[src/common/adhc_params.svh]
/*
  Constants of the alarm, dwell and heat-cool decision block: register
  byte offsets, field positions, reset values, limits and timing.
  Assumes it is included by bare name from the package and the design.
*/
`ifndef ADHC_PARAMS_SVH
`define ADHC_PARAMS_SVH

`define ADHC_OFS_CTRL       8'h00
`define ADHC_OFS_ALM_CFG    8'h04
`define ADHC_OFS_SETPOINT   8'h08
`define ADHC_OFS_HEAT_BAND  8'h0c
`define ADHC_OFS_GAP        8'h10
`define ADHC_OFS_COOL_RATIO 8'h14
`define ADHC_OFS_A1_THR     8'h18
`define ADHC_OFS_A1_HYS     8'h1c
`define ADHC_OFS_A1_OFS     8'h20
`define ADHC_OFS_A2_THR     8'h24
`define ADHC_OFS_A2_HYS     8'h28
`define ADHC_OFS_A2_OFS     8'h2c
`define ADHC_OFS_DWELL_TIME 8'h30
`define ADHC_OFS_STATUS     8'h34
`define ADHC_OFS_DWELL_CNT  8'h38
`define ADHC_OFS_COOL_BAND  8'h3c

`define ADHC_CTRL_OUTPUT1_ACTION_REV  0
`define ADHC_CTRL_OUTPUT2_FUNCTION_ALM  1
`define ADHC_CTRL_EVT_RST   2
`define ADHC_CFG_F1_LSB     0
`define ADHC_CFG_M1_LSB     4
`define ADHC_CFG_F2_LSB     8
`define ADHC_CFG_M2_LSB     12

`define ADHC_RST_CTRL       3'h1
`define ADHC_RST_RATIO      8'h64
`define ADHC_RST_HEAT_BAND  16'h00c8
`define ADHC_RST_HYS        16'h0001

`define ADHC_GAP_MIN        (-16'sd360)
`define ADHC_GAP_MAX        (16'sd360)
`define ADHC_GAP_SCALE      1000
`define ADHC_RATIO_MIN      8'h01
`define ADHC_RATIO_SCALE    100

`define ADHC_ERR_NONE       8'h00
`define ADHC_ERR_MISSING    8'h06
`define ADHC_ERR_DUAL_TIMER 8'h07

`define ADHC_CLK_KHZ        200000
`define ADHC_DWELL_TICK_MS  6000

`endif

[src/common/adhc_pkg.sv]
/*
  Types of the alarm, dwell and heat-cool decision block.
  Assumes adhc_params.svh is on the include path.
*/
package adhc_pkg;
  `include "adhc_params.svh"

  typedef enum logic [3:0] {
    ADHC_FN_NONE, ADHC_FN_TIMER, ADHC_FN_MAIN_HIGH, ADHC_FN_MAIN_LOW,
    ADHC_FN_AUX_HIGH, ADHC_FN_AUX_LOW, ADHC_FN_EITHER_HIGH,
    ADHC_FN_EITHER_LOW, ADHC_FN_DIFF_HIGH, ADHC_FN_DIFF_LOW,
    ADHC_FN_DEV_HIGH, ADHC_FN_DEV_LOW
  } adhc_func_t;

  typedef enum logic [1:0] {
    ADHC_PLAIN, ADHC_STICKY, ADHC_HOLD, ADHC_COMBINED
  } adhc_mode_t;

  typedef enum logic [1:0] {
    ADHC_DW_IDLE, ADHC_DW_WAIT, ADHC_DW_COUNT, ADHC_DW_DONE
  } adhc_dwell_t;

  typedef struct packed {
    logic       psel;
    logic       penable;
    logic       pwrite;
    logic [7:0] paddr;
    logic [31:0] pwdata;
  } adhc_apb_req_t;

  typedef struct packed {
    logic        pready;
    logic        pslverr;
    logic [31:0] prdata;
  } adhc_apb_rsp_t;

  typedef struct packed {
    adhc_func_t         func;
    adhc_mode_t         mode;
    logic signed [15:0] thr;
    logic [15:0]        hys;
    logic signed [15:0] ofs;
  } adhc_alarm_cfg_t;

  typedef struct packed {
    adhc_apb_rsp_t          rsp;
    logic                   output1_action_reverse;
    logic                   output2_function_alarm;
    logic                   evt_reset_en;
    logic signed [15:0]     setpoint;
    logic [15:0]            heat_band;
    logic signed [15:0]     gap;
    logic [7:0]             ratio;
    adhc_alarm_cfg_t [1:0]  al;
    logic [15:0]            dwell_time;
    logic [15:0]            dwell_count;
    logic [31:0]            tick_cnt;
    adhc_dwell_t            dstate;
    logic                   reached;
    logic [2:0]             evt_sync;
    logic                   evt_level;
    logic [1:0]             cond;
    logic [1:0]             stick;
    logic [1:0]             alarm;
    logic                   output1_action;
    logic                   output2_function;
    logic [7:0]             err_code;
  } adhc_state_t;
endpackage

[src/rtl/adhc_core.sv]
/*
  Heat-cool allocation, dwell timer and two process alarms with an APB
  register slave. Assumes one free-running pclk; process values come from
  converter logic on the same clock, the event input is an external pin.
*/
`timescale 1ns/1ps
`include "adhc_params.svh"

// What this block does
// - Output 2 in alarm-2 selection drives alarm 2, process or deviation.
// - Heat-cool gap accepted only within -36.0% to +36.0% of heat band.
// - Negative gap: heat and cool both active across the overlap.
// - Positive gap: heat and cool both inactive across the dead band.
// - Cool band ratio is a percent of heat band, accepted 1 to 255.
// - Tuning never rewrites the cool band ratio.
// - Both channels on timer shows error code 7; the write is accepted and the dwell timer stays idle.
// - Dwell time held in tenths of a minute, 0 to 6553.5 minutes.
// - Dwell count starts from zero once main value first reaches setpoint.
// - Timer output keeps its initial state until time-out.
// - A timer channel ignores its alarm mode.
// - Output 2 as alarm 2 with alarm 2 function none shows error 6.
// - Eight process functions: high/low on main, aux, either, difference.
// - Either-value functions alarm when main or aux crosses the level.
// - Difference functions compare main minus aux with the level.
// - Process thresholds are alarm threshold plus and minus half hysteresis.
// - Plain mode: output follows the alarm condition.
// - Sticky mode: output stays energized after the condition clears.
// - Sticky output clears only on reset or enabled event input.
// - Hold mode blocks alarms until the setpoint is first reached.
// - Combined mode applies both hold and sticky behaviour.
// - Alarm 2 behaves as alarm 1 with its own parameters.
// - Deviation thresholds: setpoint plus offset, plus/minus half hysteresis.
module adhc_core
  import adhc_pkg::*;
#(
  parameter int unsigned TICK_CYCLES =
    `ADHC_DWELL_TICK_MS * `ADHC_CLK_KHZ  // Cycles per 0.1 minute.
) (
  input  wire logic                pclk,              // Clock, 200 MHz.
  input  wire logic                presetn,           // Async reset, low.
  input  wire adhc_pkg::adhc_apb_req_t apb_req,       // APB request.
  output      adhc_pkg::adhc_apb_rsp_t apb_rsp,       // APB response.
  input  wire logic signed [15:0]  main_process_value, // Main value.
  input  wire logic signed [15:0]  aux_process_value,  // Auxiliary value.
  input  wire logic                event_input,       // Event pin, high.
  output      logic                output1_drive,     // Output 1 energized.
  output      logic                output2_drive,     // Output 2 energized.
  output      logic                alarm1_drive,      // Alarm 1 energized.
  output      logic [7:0]          error_code         // Displayed error.
);
  import adhc_pkg::*;

  adhc_state_t s;
  adhc_state_t next_s;

  function automatic logic is_timer(input adhc_func_t f);
    return f == ADHC_FN_TIMER;
  endfunction

  // Hysteretic comparison; prev is the condition held from the last cycle.
  function automatic logic eval_alarm(input adhc_alarm_cfg_t c,
                                      input logic prev,
                                      input logic signed [17:0] pv_main,
                                      input logic signed [17:0] pv_aux,
                                      input logic signed [17:0] sp);
    logic signed [17:0] base;
    logic signed [17:0] half;
    logic signed [17:0] hi;
    logic signed [17:0] lo;
    logic signed [17:0] v;
    logic               high_type;
    base = 18'sd0;
    half = $signed({3'b000, c.hys[15:1]});
    v    = pv_main;
    high_type = 1'b1;
    if (c.func == ADHC_FN_DEV_HIGH || c.func == ADHC_FN_DEV_LOW) begin
      base = sp + 18'(c.ofs);
    end else begin
      base = 18'(c.thr);
    end
    hi = base + half;
    lo = base - half;
    case (c.func)
      ADHC_FN_MAIN_HIGH:   v = pv_main;
      ADHC_FN_MAIN_LOW:    begin v = pv_main; high_type = 1'b0; end
      ADHC_FN_AUX_HIGH:    v = pv_aux;
      ADHC_FN_AUX_LOW:     begin v = pv_aux; high_type = 1'b0; end
      ADHC_FN_EITHER_HIGH: v = (pv_main > pv_aux) ? pv_main : pv_aux;
      ADHC_FN_EITHER_LOW:  begin
        v = (pv_main < pv_aux) ? pv_main : pv_aux;
        high_type = 1'b0;
      end
      ADHC_FN_DIFF_HIGH:   v = pv_main - pv_aux;
      ADHC_FN_DIFF_LOW:    begin v = pv_main - pv_aux; high_type = 1'b0; end
      ADHC_FN_DEV_HIGH:    v = pv_main;
      ADHC_FN_DEV_LOW:     begin v = pv_main; high_type = 1'b0; end
      default:             return 1'b0;
    endcase
    if (high_type) begin
      return prev ? !(v < lo) : (v > hi);
    end
    return prev ? !(v > hi) : (v < lo);
  endfunction

  logic signed [17:0] pv_m;
  logic signed [17:0] pv_a;
  logic signed [17:0] sp_w;
  logic signed [35:0] gap_prod;
  logic signed [17:0] gap_half;
  logic [23:0]        cool_band;
  logic               dual_timer;
  logic               timer_ok;
  logic               heat_on;
  logic               cool_on;
  logic               wr;
  logic               rd_cyc;
  logic               sticky_clr;
  logic [31:0]        rdata;
  logic               rerr;
  logic signed [15:0] wgap;

  assign pv_m = 18'(main_process_value);
  assign pv_a = 18'(aux_process_value);
  assign sp_w = 18'(s.setpoint);
  assign gap_prod = 36'($signed({1'b0, s.heat_band}) * s.gap);
  assign gap_half = 18'((gap_prod / `ADHC_GAP_SCALE) >>> 1);
  assign cool_band = 24'((s.heat_band * s.ratio) / `ADHC_RATIO_SCALE);
  assign dual_timer = is_timer(s.al[0].func) && is_timer(s.al[1].func);
  assign timer_ok = !dual_timer &&
                    (is_timer(s.al[0].func) || is_timer(s.al[1].func));
  // A signed gap moves both edges: negative overlaps, positive separates.
  assign heat_on = pv_m < (sp_w - gap_half);
  assign cool_on = pv_m > (sp_w + gap_half);
  assign wr = apb_req.psel && apb_req.penable && apb_req.pwrite &&
              s.rsp.pready;
  assign rd_cyc = apb_req.psel && apb_req.penable && !s.rsp.pready;
  assign sticky_clr = s.evt_level && s.evt_reset_en;
  assign wgap = apb_req.pwdata[15:0];

  // Read data and error are prepared a cycle ahead so they leave a flop.
  always_comb begin
    rdata = 32'h0;
    rerr  = 1'b0;
    if (apb_req.paddr == `ADHC_OFS_CTRL) begin
      rdata = {29'h0, s.evt_reset_en, s.output2_function_alarm, s.output1_action_reverse};
    end else if (apb_req.paddr == `ADHC_OFS_ALM_CFG) begin
      rdata = {18'h0, s.al[1].mode, s.al[1].func, 2'b00, s.al[0].mode,
               s.al[0].func};
    end else if (apb_req.paddr == `ADHC_OFS_SETPOINT) begin
      rdata = {16'h0, s.setpoint};
    end else if (apb_req.paddr == `ADHC_OFS_HEAT_BAND) begin
      rdata = {16'h0, s.heat_band};
    end else if (apb_req.paddr == `ADHC_OFS_GAP) begin
      rdata = {16'h0, s.gap};
    end else if (apb_req.paddr == `ADHC_OFS_COOL_RATIO) begin
      rdata = {24'h0, s.ratio};
    end else if (apb_req.paddr == `ADHC_OFS_A1_THR) begin
      rdata = {16'h0, s.al[0].thr};
    end else if (apb_req.paddr == `ADHC_OFS_A1_HYS) begin
      rdata = {16'h0, s.al[0].hys};
    end else if (apb_req.paddr == `ADHC_OFS_A1_OFS) begin
      rdata = {16'h0, s.al[0].ofs};
    end else if (apb_req.paddr == `ADHC_OFS_A2_THR) begin
      rdata = {16'h0, s.al[1].thr};
    end else if (apb_req.paddr == `ADHC_OFS_A2_HYS) begin
      rdata = {16'h0, s.al[1].hys};
    end else if (apb_req.paddr == `ADHC_OFS_A2_OFS) begin
      rdata = {16'h0, s.al[1].ofs};
    end else if (apb_req.paddr == `ADHC_OFS_DWELL_TIME) begin
      rdata = {16'h0, s.dwell_time};
    end else if (apb_req.paddr == `ADHC_OFS_STATUS) begin
      rdata = {14'h0, s.dstate, s.err_code, 3'h0, s.reached, s.alarm,
               s.output2_function, s.output1_action};
    end else if (apb_req.paddr == `ADHC_OFS_DWELL_CNT) begin
      rdata = {16'h0, s.dwell_count};
    end else if (apb_req.paddr == `ADHC_OFS_COOL_BAND) begin
      rdata = {8'h0, cool_band};
    end else begin
      rerr = 1'b1;
    end
    if (apb_req.pwrite) begin
      rdata = 32'h0;
      if (apb_req.paddr == `ADHC_OFS_GAP &&
          (wgap < `ADHC_GAP_MIN || wgap > `ADHC_GAP_MAX)) begin
        rerr = 1'b1;
      end else if (apb_req.paddr == `ADHC_OFS_COOL_RATIO &&
                   apb_req.pwdata[7:0] < `ADHC_RATIO_MIN) begin
        rerr = 1'b1;
      end else if (apb_req.paddr == `ADHC_OFS_STATUS ||
                   apb_req.paddr == `ADHC_OFS_DWELL_CNT ||
                   apb_req.paddr == `ADHC_OFS_COOL_BAND) begin
        rerr = 1'b1;
      end
    end
  end

  always_comb begin
    next_s = s;
    next_s.rsp.pready  = rd_cyc;
    next_s.rsp.pslverr = rd_cyc ? rerr : 1'b0;
    next_s.rsp.prdata  = rd_cyc ? rdata : 32'h0;

    // Refused writes (pslverr set) leave every register as it was.
    if (wr && !s.rsp.pslverr) begin
      if (apb_req.paddr == `ADHC_OFS_CTRL) begin
        next_s.output1_action_reverse = apb_req.pwdata[`ADHC_CTRL_OUTPUT1_ACTION_REV];
        next_s.output2_function_alarm   = apb_req.pwdata[`ADHC_CTRL_OUTPUT2_FUNCTION_ALM];
        next_s.evt_reset_en = apb_req.pwdata[`ADHC_CTRL_EVT_RST];
      end else if (apb_req.paddr == `ADHC_OFS_ALM_CFG) begin
        next_s.al[0].func = adhc_func_t'(apb_req.pwdata[`ADHC_CFG_F1_LSB+:4]);
        next_s.al[0].mode = adhc_mode_t'(apb_req.pwdata[`ADHC_CFG_M1_LSB+:2]);
        next_s.al[1].func = adhc_func_t'(apb_req.pwdata[`ADHC_CFG_F2_LSB+:4]);
        next_s.al[1].mode = adhc_mode_t'(apb_req.pwdata[`ADHC_CFG_M2_LSB+:2]);
      end else if (apb_req.paddr == `ADHC_OFS_SETPOINT) begin
        next_s.setpoint = apb_req.pwdata[15:0];
      end else if (apb_req.paddr == `ADHC_OFS_HEAT_BAND) begin
        next_s.heat_band = apb_req.pwdata[15:0];
      end else if (apb_req.paddr == `ADHC_OFS_GAP) begin
        next_s.gap = wgap;
      end else if (apb_req.paddr == `ADHC_OFS_COOL_RATIO) begin
        // Only software reaches this field; tuning has no write path.
        next_s.ratio = apb_req.pwdata[7:0];
      end else if (apb_req.paddr == `ADHC_OFS_A1_THR) begin
        next_s.al[0].thr = apb_req.pwdata[15:0];
      end else if (apb_req.paddr == `ADHC_OFS_A1_HYS) begin
        next_s.al[0].hys = apb_req.pwdata[15:0];
      end else if (apb_req.paddr == `ADHC_OFS_A1_OFS) begin
        next_s.al[0].ofs = apb_req.pwdata[15:0];
      end else if (apb_req.paddr == `ADHC_OFS_A2_THR) begin
        next_s.al[1].thr = apb_req.pwdata[15:0];
      end else if (apb_req.paddr == `ADHC_OFS_A2_HYS) begin
        next_s.al[1].hys = apb_req.pwdata[15:0];
      end else if (apb_req.paddr == `ADHC_OFS_A2_OFS) begin
        next_s.al[1].ofs = apb_req.pwdata[15:0];
      end else if (apb_req.paddr == `ADHC_OFS_DWELL_TIME) begin
        next_s.dwell_time = apb_req.pwdata[15:0];
      end
    end

    // Event pin: counts only once the second and third stages agree.
    next_s.evt_sync = {s.evt_sync[1:0], event_input};
    if (s.evt_sync[2] == s.evt_sync[1]) begin
      next_s.evt_level = s.evt_sync[2];
    end

    if (s.output1_action_reverse ? (pv_m >= sp_w) : (pv_m <= sp_w)) begin
      next_s.reached = 1'b1;
    end

    // Dwell timer; a dual-timer setup is written without pslverr but never starts.
    next_s.tick_cnt = s.tick_cnt;
    case (s.dstate)
      ADHC_DW_IDLE: begin
        if (timer_ok) begin
          next_s.dstate = ADHC_DW_WAIT;
        end
      end
      ADHC_DW_WAIT: begin
        if (!timer_ok) begin
          next_s.dstate = ADHC_DW_IDLE;
        end else if (s.reached) begin
          next_s.dwell_count = 16'h0;
          next_s.tick_cnt    = 32'h0;
          next_s.dstate      = ADHC_DW_COUNT;
        end
      end
      ADHC_DW_COUNT: begin
        if (!timer_ok) begin
          next_s.dstate = ADHC_DW_IDLE;
        end else if (s.dwell_count >= s.dwell_time) begin
          next_s.dstate = ADHC_DW_DONE;
        end else if (s.tick_cnt == 32'(TICK_CYCLES - 1)) begin
          next_s.tick_cnt    = 32'h0;
          next_s.dwell_count = s.dwell_count + 16'h1;
        end else begin
          next_s.tick_cnt = s.tick_cnt + 32'h1;
        end
      end
      default: begin
        // Count holds at its final value; state drops to idle once no valid timer setup remains.
        if (!timer_ok) begin
          next_s.dstate = ADHC_DW_IDLE;
        end
      end
    endcase

    for (int i = 0; i < 2; i++) begin
      next_s.cond[i] = eval_alarm(s.al[i], s.cond[i], pv_m, pv_a, sp_w);
      if (is_timer(s.al[i].func)) begin
        // Mode ignored; output changes only at time-out.
        next_s.alarm[i] = timer_ok && s.dstate == ADHC_DW_DONE;
        next_s.stick[i] = 1'b0;
      end else begin
        case (s.al[i].mode)
          ADHC_PLAIN: begin
            next_s.alarm[i] = s.cond[i];
            next_s.stick[i] = 1'b0;
          end
          ADHC_STICKY: begin
            // A fresh condition wins over a clear in the same cycle.
            next_s.stick[i] = (s.stick[i] & ~sticky_clr) | s.cond[i];
            next_s.alarm[i] = next_s.stick[i];
          end
          ADHC_HOLD: begin
            next_s.alarm[i] = s.cond[i] && s.reached;
            next_s.stick[i] = 1'b0;
          end
          default: begin
            next_s.stick[i] = (s.stick[i] & ~sticky_clr) |
                              (s.cond[i] & s.reached);
            next_s.alarm[i] = next_s.stick[i];
          end
        endcase
      end
    end

    if (dual_timer) begin
      next_s.err_code = `ADHC_ERR_DUAL_TIMER;
    end else if (s.output2_function_alarm && s.al[1].func == ADHC_FN_NONE) begin
      next_s.err_code = `ADHC_ERR_MISSING;
    end else begin
      next_s.err_code = `ADHC_ERR_NONE;
    end

    next_s.output1_action = s.output1_action_reverse ? heat_on : cool_on;
    next_s.output2_function = s.output2_function_alarm ? s.alarm[1] : cool_on;
  end

  always_ff @(posedge pclk or negedge presetn) begin
    if (!presetn) begin
      s              <= '0;
      {s.evt_reset_en, s.output2_function_alarm, s.output1_action_reverse} <= `ADHC_RST_CTRL;
      s.heat_band    <= `ADHC_RST_HEAT_BAND;
      s.ratio        <= `ADHC_RST_RATIO;
      s.al[0].hys    <= `ADHC_RST_HYS;
      s.al[1].hys    <= `ADHC_RST_HYS;
      s.dstate       <= ADHC_DW_IDLE;
    end else begin
      s <= next_s;
    end
  end

  assign apb_rsp       = s.rsp;
  assign output1_drive = s.output1_action;
  assign output2_drive = s.output2_function;
  assign alarm1_drive  = s.alarm[0];
  assign error_code    = s.err_code;
endmodule

[config.mk]
export PLATFORM = sky130hd
export DESIGN_NAME = adhc_core
export DESIGN_NICKNAME = d
export VERILOG_FILES = /design/src/common/adhc_pkg.sv /design/src/rtl/adhc_core.sv
export VERILOG_INCLUDE_DIRS = /design/src /design/src/common
export SDC_FILE = /design/constraint.sdc
export NUM_CORES = 2
export LEC_CHECK = 0
export BUFFER_PORTS_ARGS = -buffer_cell sky130_fd_sc_hd__buf_2
export CAP_MARGIN = 10
export CORE_ASPECT_RATIO = 1.4
export CORE_MARGIN = 8
export CORE_UTILIZATION = 50
export CTS_BUF_LIST = sky130_fd_sc_hd__clkbuf_16
export DETAILED_ROUTE_END_ITERATION = 16
export GPL_TIMING_DRIVEN = 0
export PLACE_DENSITY = 0.69
export SLEW_MARGIN = 10
export SYNTH_ARGS = -nofsm -noshare
export SYNTH_HDL_FRONTEND = slang
export SYNTH_SLANG_ARGS = --single-unit
[constraint.sdc]
create_clock -name pclk -period 26.3 [get_ports pclk]
set_clock_uncertainty 0.15 [all_clocks]
set_input_delay 3.945 -clock pclk [delete_from_list [all_inputs] [get_ports pclk]]
set_output_delay 3.945 -clock pclk [all_outputs]
set_load 0.005 [all_outputs]
==> impl_metrics.sql <==
INSERT INTO impl_metrics (metric_group, metric, value, unit) VALUES
('floorplan', 'start_util', '0.505', ''),
('floorplan', 'fp.dieW', '276', 'um'),
('yosys', 'post_synthesis_compound_gate_area_fraction', '0.229', ''),
('status', 'failing_checks', 'setup timing', ''),
('yosys', 'synth_warnings', '0', ''),
('grt', 'wire_length_of_the_first_global_routing_pass', '259000', 'um'),
('grt', 'grt-ovfl-total', '0', ''),
('critical_path', 'timing_worst_setup_path_type', 'reg -> reg', ''),
('yosys', 'synth_seq_cells', '268', ''),
('routing', 'drt_iter0_drc', '3706', ''),
('yosys', 'postSynth.topFlopCell', 'dfrtp_1', ''),
('power', 'worst_ir_drop_vdd', '49.0', 'uV'),
('yosys', 'ys_async_sr_fraction', '1.00', ''),
('routing', 'ant_nets', '0', ''),
('critical_path', 'worstSetupEndpointType', 'flip-flop', ''),
('clock_tree', 'buffer_levels_on_the_longest_clock_path', '3', ''),
('yosys', 'post_synth_edffs', '0', ''),
('critical_path', 'arrival', '27040', 'ps'),
('place', 'port-buffer-count', '86', ''),
('floorplan', 'core_region_area', '93900', 'um2'),
('grt', 'first_global_vias', '45900', ''),
('yosys', 'mapped_area', '47400', 'um2'),
('routing', 'avgViaCountPerCell', '6.29', ''),
('final_layout', 'mostFrequentLayoutCell', 'nand2_1', ''),
('routing', 'remaining_drc_errors', '0', ''),
('clock_tree', 'tritoncts_clock_tree', 'built', ''),
('power', 'power.static_leakage', '25.5', 'nW'),
('grt', 'grt_antenna_before_repair', '3', ''),
('clock_tree', 'postCtsHoldBufs', '0', ''),
('timing', 'setup-violations-final', '2', ''),
('routing', 'routed_wl', '170000', 'um'),
('yosys', 'syn-instance-count', '5833', ''),
('clock_tree', 'clk_pin_slew_worst_paths', '70', 'ps'),
('power', 'power.density', '20.0', 'nW/um2'),
('yosys', 'post_synth_num_cell_types', '139', ''),
('clock_tree', 'tritoncts_num_sinks', '268', ''),
('timing', 'worst_slew_margin_rel', '0.104', ''),
('yosys', 'synth_adder_area_share', '0.245', ''),
('critical_path', 'worstPathMaxFanout', '6', ''),
('hold_path', 'hold_path.class', 'reg -> reg', ''),
('flow_run', 'maxCapViolations', '0', ''),
('final_layout', 'leading_cell_types_in_the_layout_fill_and_taps_excluded', 'nand2_1 (527), inv_1 (500), nor2_1 (453)', ''),
('timing', 'final.min_clock_period', '26740', 'ps'),
('floorplan', 'placementRows', '133', ''),
('final_layout', 'final_net_count', '7052', ''),
('timing', 'clock.fmax', '0.0374', 'GHz'),
('critical_path', 'timing.critical_path.from_type', 'flip-flop', ''),
('grt', 'global_route.usage.total', '0.305', ''),
('yosys', 'share_of_cell_area_taken_by_muxes_after_synthesis', '0.0555', ''),
('critical_path', 'critPathSlowestCell', 'dfstp_2', ''),
('floorplan', 'floorplan.die.height', '380', 'um'),
('critical_path', 'critPathRequiredTime', '26610', 'ps'),
('power', 'totalPowerFinal', '1.11', 'mW'),
('timing', 'rsz0062_at_grt', 'yes', ''),
('final_layout', 'area_growth', '16.7', '%'),
('timing', 'worst_pin_slew', '1340', 'ps'),
('yosys', 'post_synthesis_sequential_area_ratio', '0.142', ''),
('critical_path', 'worst_path_largest_cell_delay', '660', 'ps'),
('place', 'gp_congestion', '1.03', ''),
('yosys', 'post_synth_and_or_nand_nor_area_fraction', '0.192', ''),
('timing', 'tns', '-876', 'ps'),
('grt', 'largest_net_degree_at_the_start_of_global_routing', '99', ''),
('clock_tree', 'clock_tree.root_cell', 'clkbuf_16', ''),
('clock_tree', 'clk-insertion-delay-late', '580', 'ps'),
('timing', 'final.hold.worst_slack', '203', 'ps'),
('routing', 'detail_route.wl_per_cell', '22.7', 'um'),
('timing', 'hold_viol', '0', ''),
('status', 'run_status', 'finished with violations', ''),
('clock_tree', 'cts.htree.levels', '1', ''),
('routing', 'route.vias.total', '46900', ''),
('floorplan', 'io_pins', '123', ''),
('timing', 'drv_slew', '0', ''),
('timing', 'final_critical_path_setup_slack', '-438', 'ps'),
('yosys', 'synth_top_family_by_area', 'adder cells', ''),
('floorplan', 'design.die.area', '105000', 'um2'),
('clock_tree', 'cts-buffers-inserted', '27', ''),
('timing', 'period_share', '1.02', ''),
('final_layout', 'layout-drive-gt1-share', '0.192', ''),
('yosys', 'synth_area_per_cell', '8.12', 'um2'),
('yosys', 'synth_xor_xnor_area_share', '0.0679', ''),
('routing', 'first_pass_iters', '9', ''),
('place', 'dp_hpwl', '130000', 'um');
==> final timing paths <==
path	start	end	slack [ps]	cells after the start
min	next_s[18]$_DFF_PN0_	next_s[19]$_DFF_PN0_	200	0
max	s[225]$_DFFE_PN1P_	output1_drive$_DFF_PN0_	-440	107
max in group asynchronous	presetn	s[192]$_DFFE_PN0P_	21470	4
min in group asynchronous	presetn	s[61]$_DFFE_PN0P_	3030	1
max reg2reg	s[225]$_DFFE_PN1P_	output1_drive$_DFF_PN0_	-440	107
min reg2reg	next_s[18]$_DFF_PN0_	next_s[19]$_DFF_PN0_	200	0
==> report_power, final <==
part / total (mW) / switching (mW) / internal, mW
sequential: 0.417 / 0.00310 / 0.414
clock: 0.430 / 0.189 / 0.241
combinational: 0.260 / 0.157 / 0.103
==> area by class of cell <==
class | count | area, um2
Clock inverter | 22 | 279
Inverter | 510 | 1920
Buffer | 291 | 1690
Fill cell | 8415 | 38600
Sequential cell | 268 | 6750
Tap cell | 1215 | 1520
Clock buffer | 27 | 676
Timing Repair Buffer | 357 | 2660
Multi-Input combinational cell | 4773 | 39800
Antenna cell | 5 | 12.5
==> synthesized netlist by cell type, types with 24 or more instances <==
master,number,area (um2)
or3_1,54,338
clkbuf_1,212,796
a211oi_1,49,368
nor4_1,28,175
nand2_1,541,2030
o21bai_1,59,443
o211ai_1,39,293
ha_1,459,5740
buf_4,51,383
nor2b_1,56,350
nor2_1,468,1760
mux2_2,180,2030
o21a_1,63,473
xor2_1,95,832
o31ai_1,36,270
o221ai_1,34,298
a21o_1,121,908
nand3_1,113,566
nand2b_1,71,444
o21ai_0,284,1420
a22oi_1,42,315
a211o_1,24,210
xnor2_1,267,2340
o21ai_1,31,155
nand4_1,64,400
mux2i_1,49,490
and3_1,40,250
a21oi_1,332,1660
and2_1,226,1410
inv_1,509,1910
dfrtp_1,259,6480
o22ai_1,29,181
fa_1,287,5750
nor3_1,84,420
a221oi_1,29,254
o221a_2,35,394
a31oi_1,52,325
buf_2,27,135
==> state kept, by name (all words and copies together), names as in the netlist <==
register	cells
error_code	2
next_s	2
alarm1_drive	1
s	241
apb_rsp	20
output2_drive	1
output1_drive	1
==> metal layers <==
layer	share of wire	GRT usage	vias to the layer above
li1	-	-	21300
met1	0.37	0.338	22900
met2	0.49	0.543	2008
met3	0.063	0.0395	703
met4	0.084	0.202	0
met5	0	0	-
==> stage by stage <==
stage               cell area, um2  instances  worst slack (ps)   util
floorplan                    47400       5851               612      -
global placement             49400       7152             -5130  0.526
detailed placement           49500       7155             -5280  0.527
CTS                          52800       7320              1.91  0.563
global route                 55300       7463             -1290  0.589
finish                       55300       7468              -438  0.589
==> worst max-delay path, delay by kind of cell (launching register included) <==
family / cells / cell delay, ps
buffers and inverters: 12 / 1710
adder cells (fa/ha/maj): 10 / 3980
flip-flops: 1 / 660
AO/OA/AOI/OAI: 52 / 11190
XOR/XNOR: 3 / 690
multiplexers: 1 / 380
AND/OR/NAND/NOR: 29 / 7740
==> what timing repair did <==
item                       4_1_cts  5_1_grt
pin swaps                       91      188
gates resized for setup        361      304
gates cloned                     1        1
buffers inserted               122      145
setup endpoints to repair        2        2
==> kinds of logic (layout without fill, tap and decap cells) <==
| logic type | Yosys count | count (layout) |
|---|---|---|
| fa+ha+maj | 759 | 759 |
| mux | 236 | 236 |
| other cells | 1 | 24 |
| xor+xnor | 364 | 364 |
| simple gates | 1857 | 1858 |
| flops | 268 | 268 |
| buf+inv | 811 | 1207 |
| compound gates | 1537 | 1537 |
Note: power is estimated with default switching activity, not from simulation.
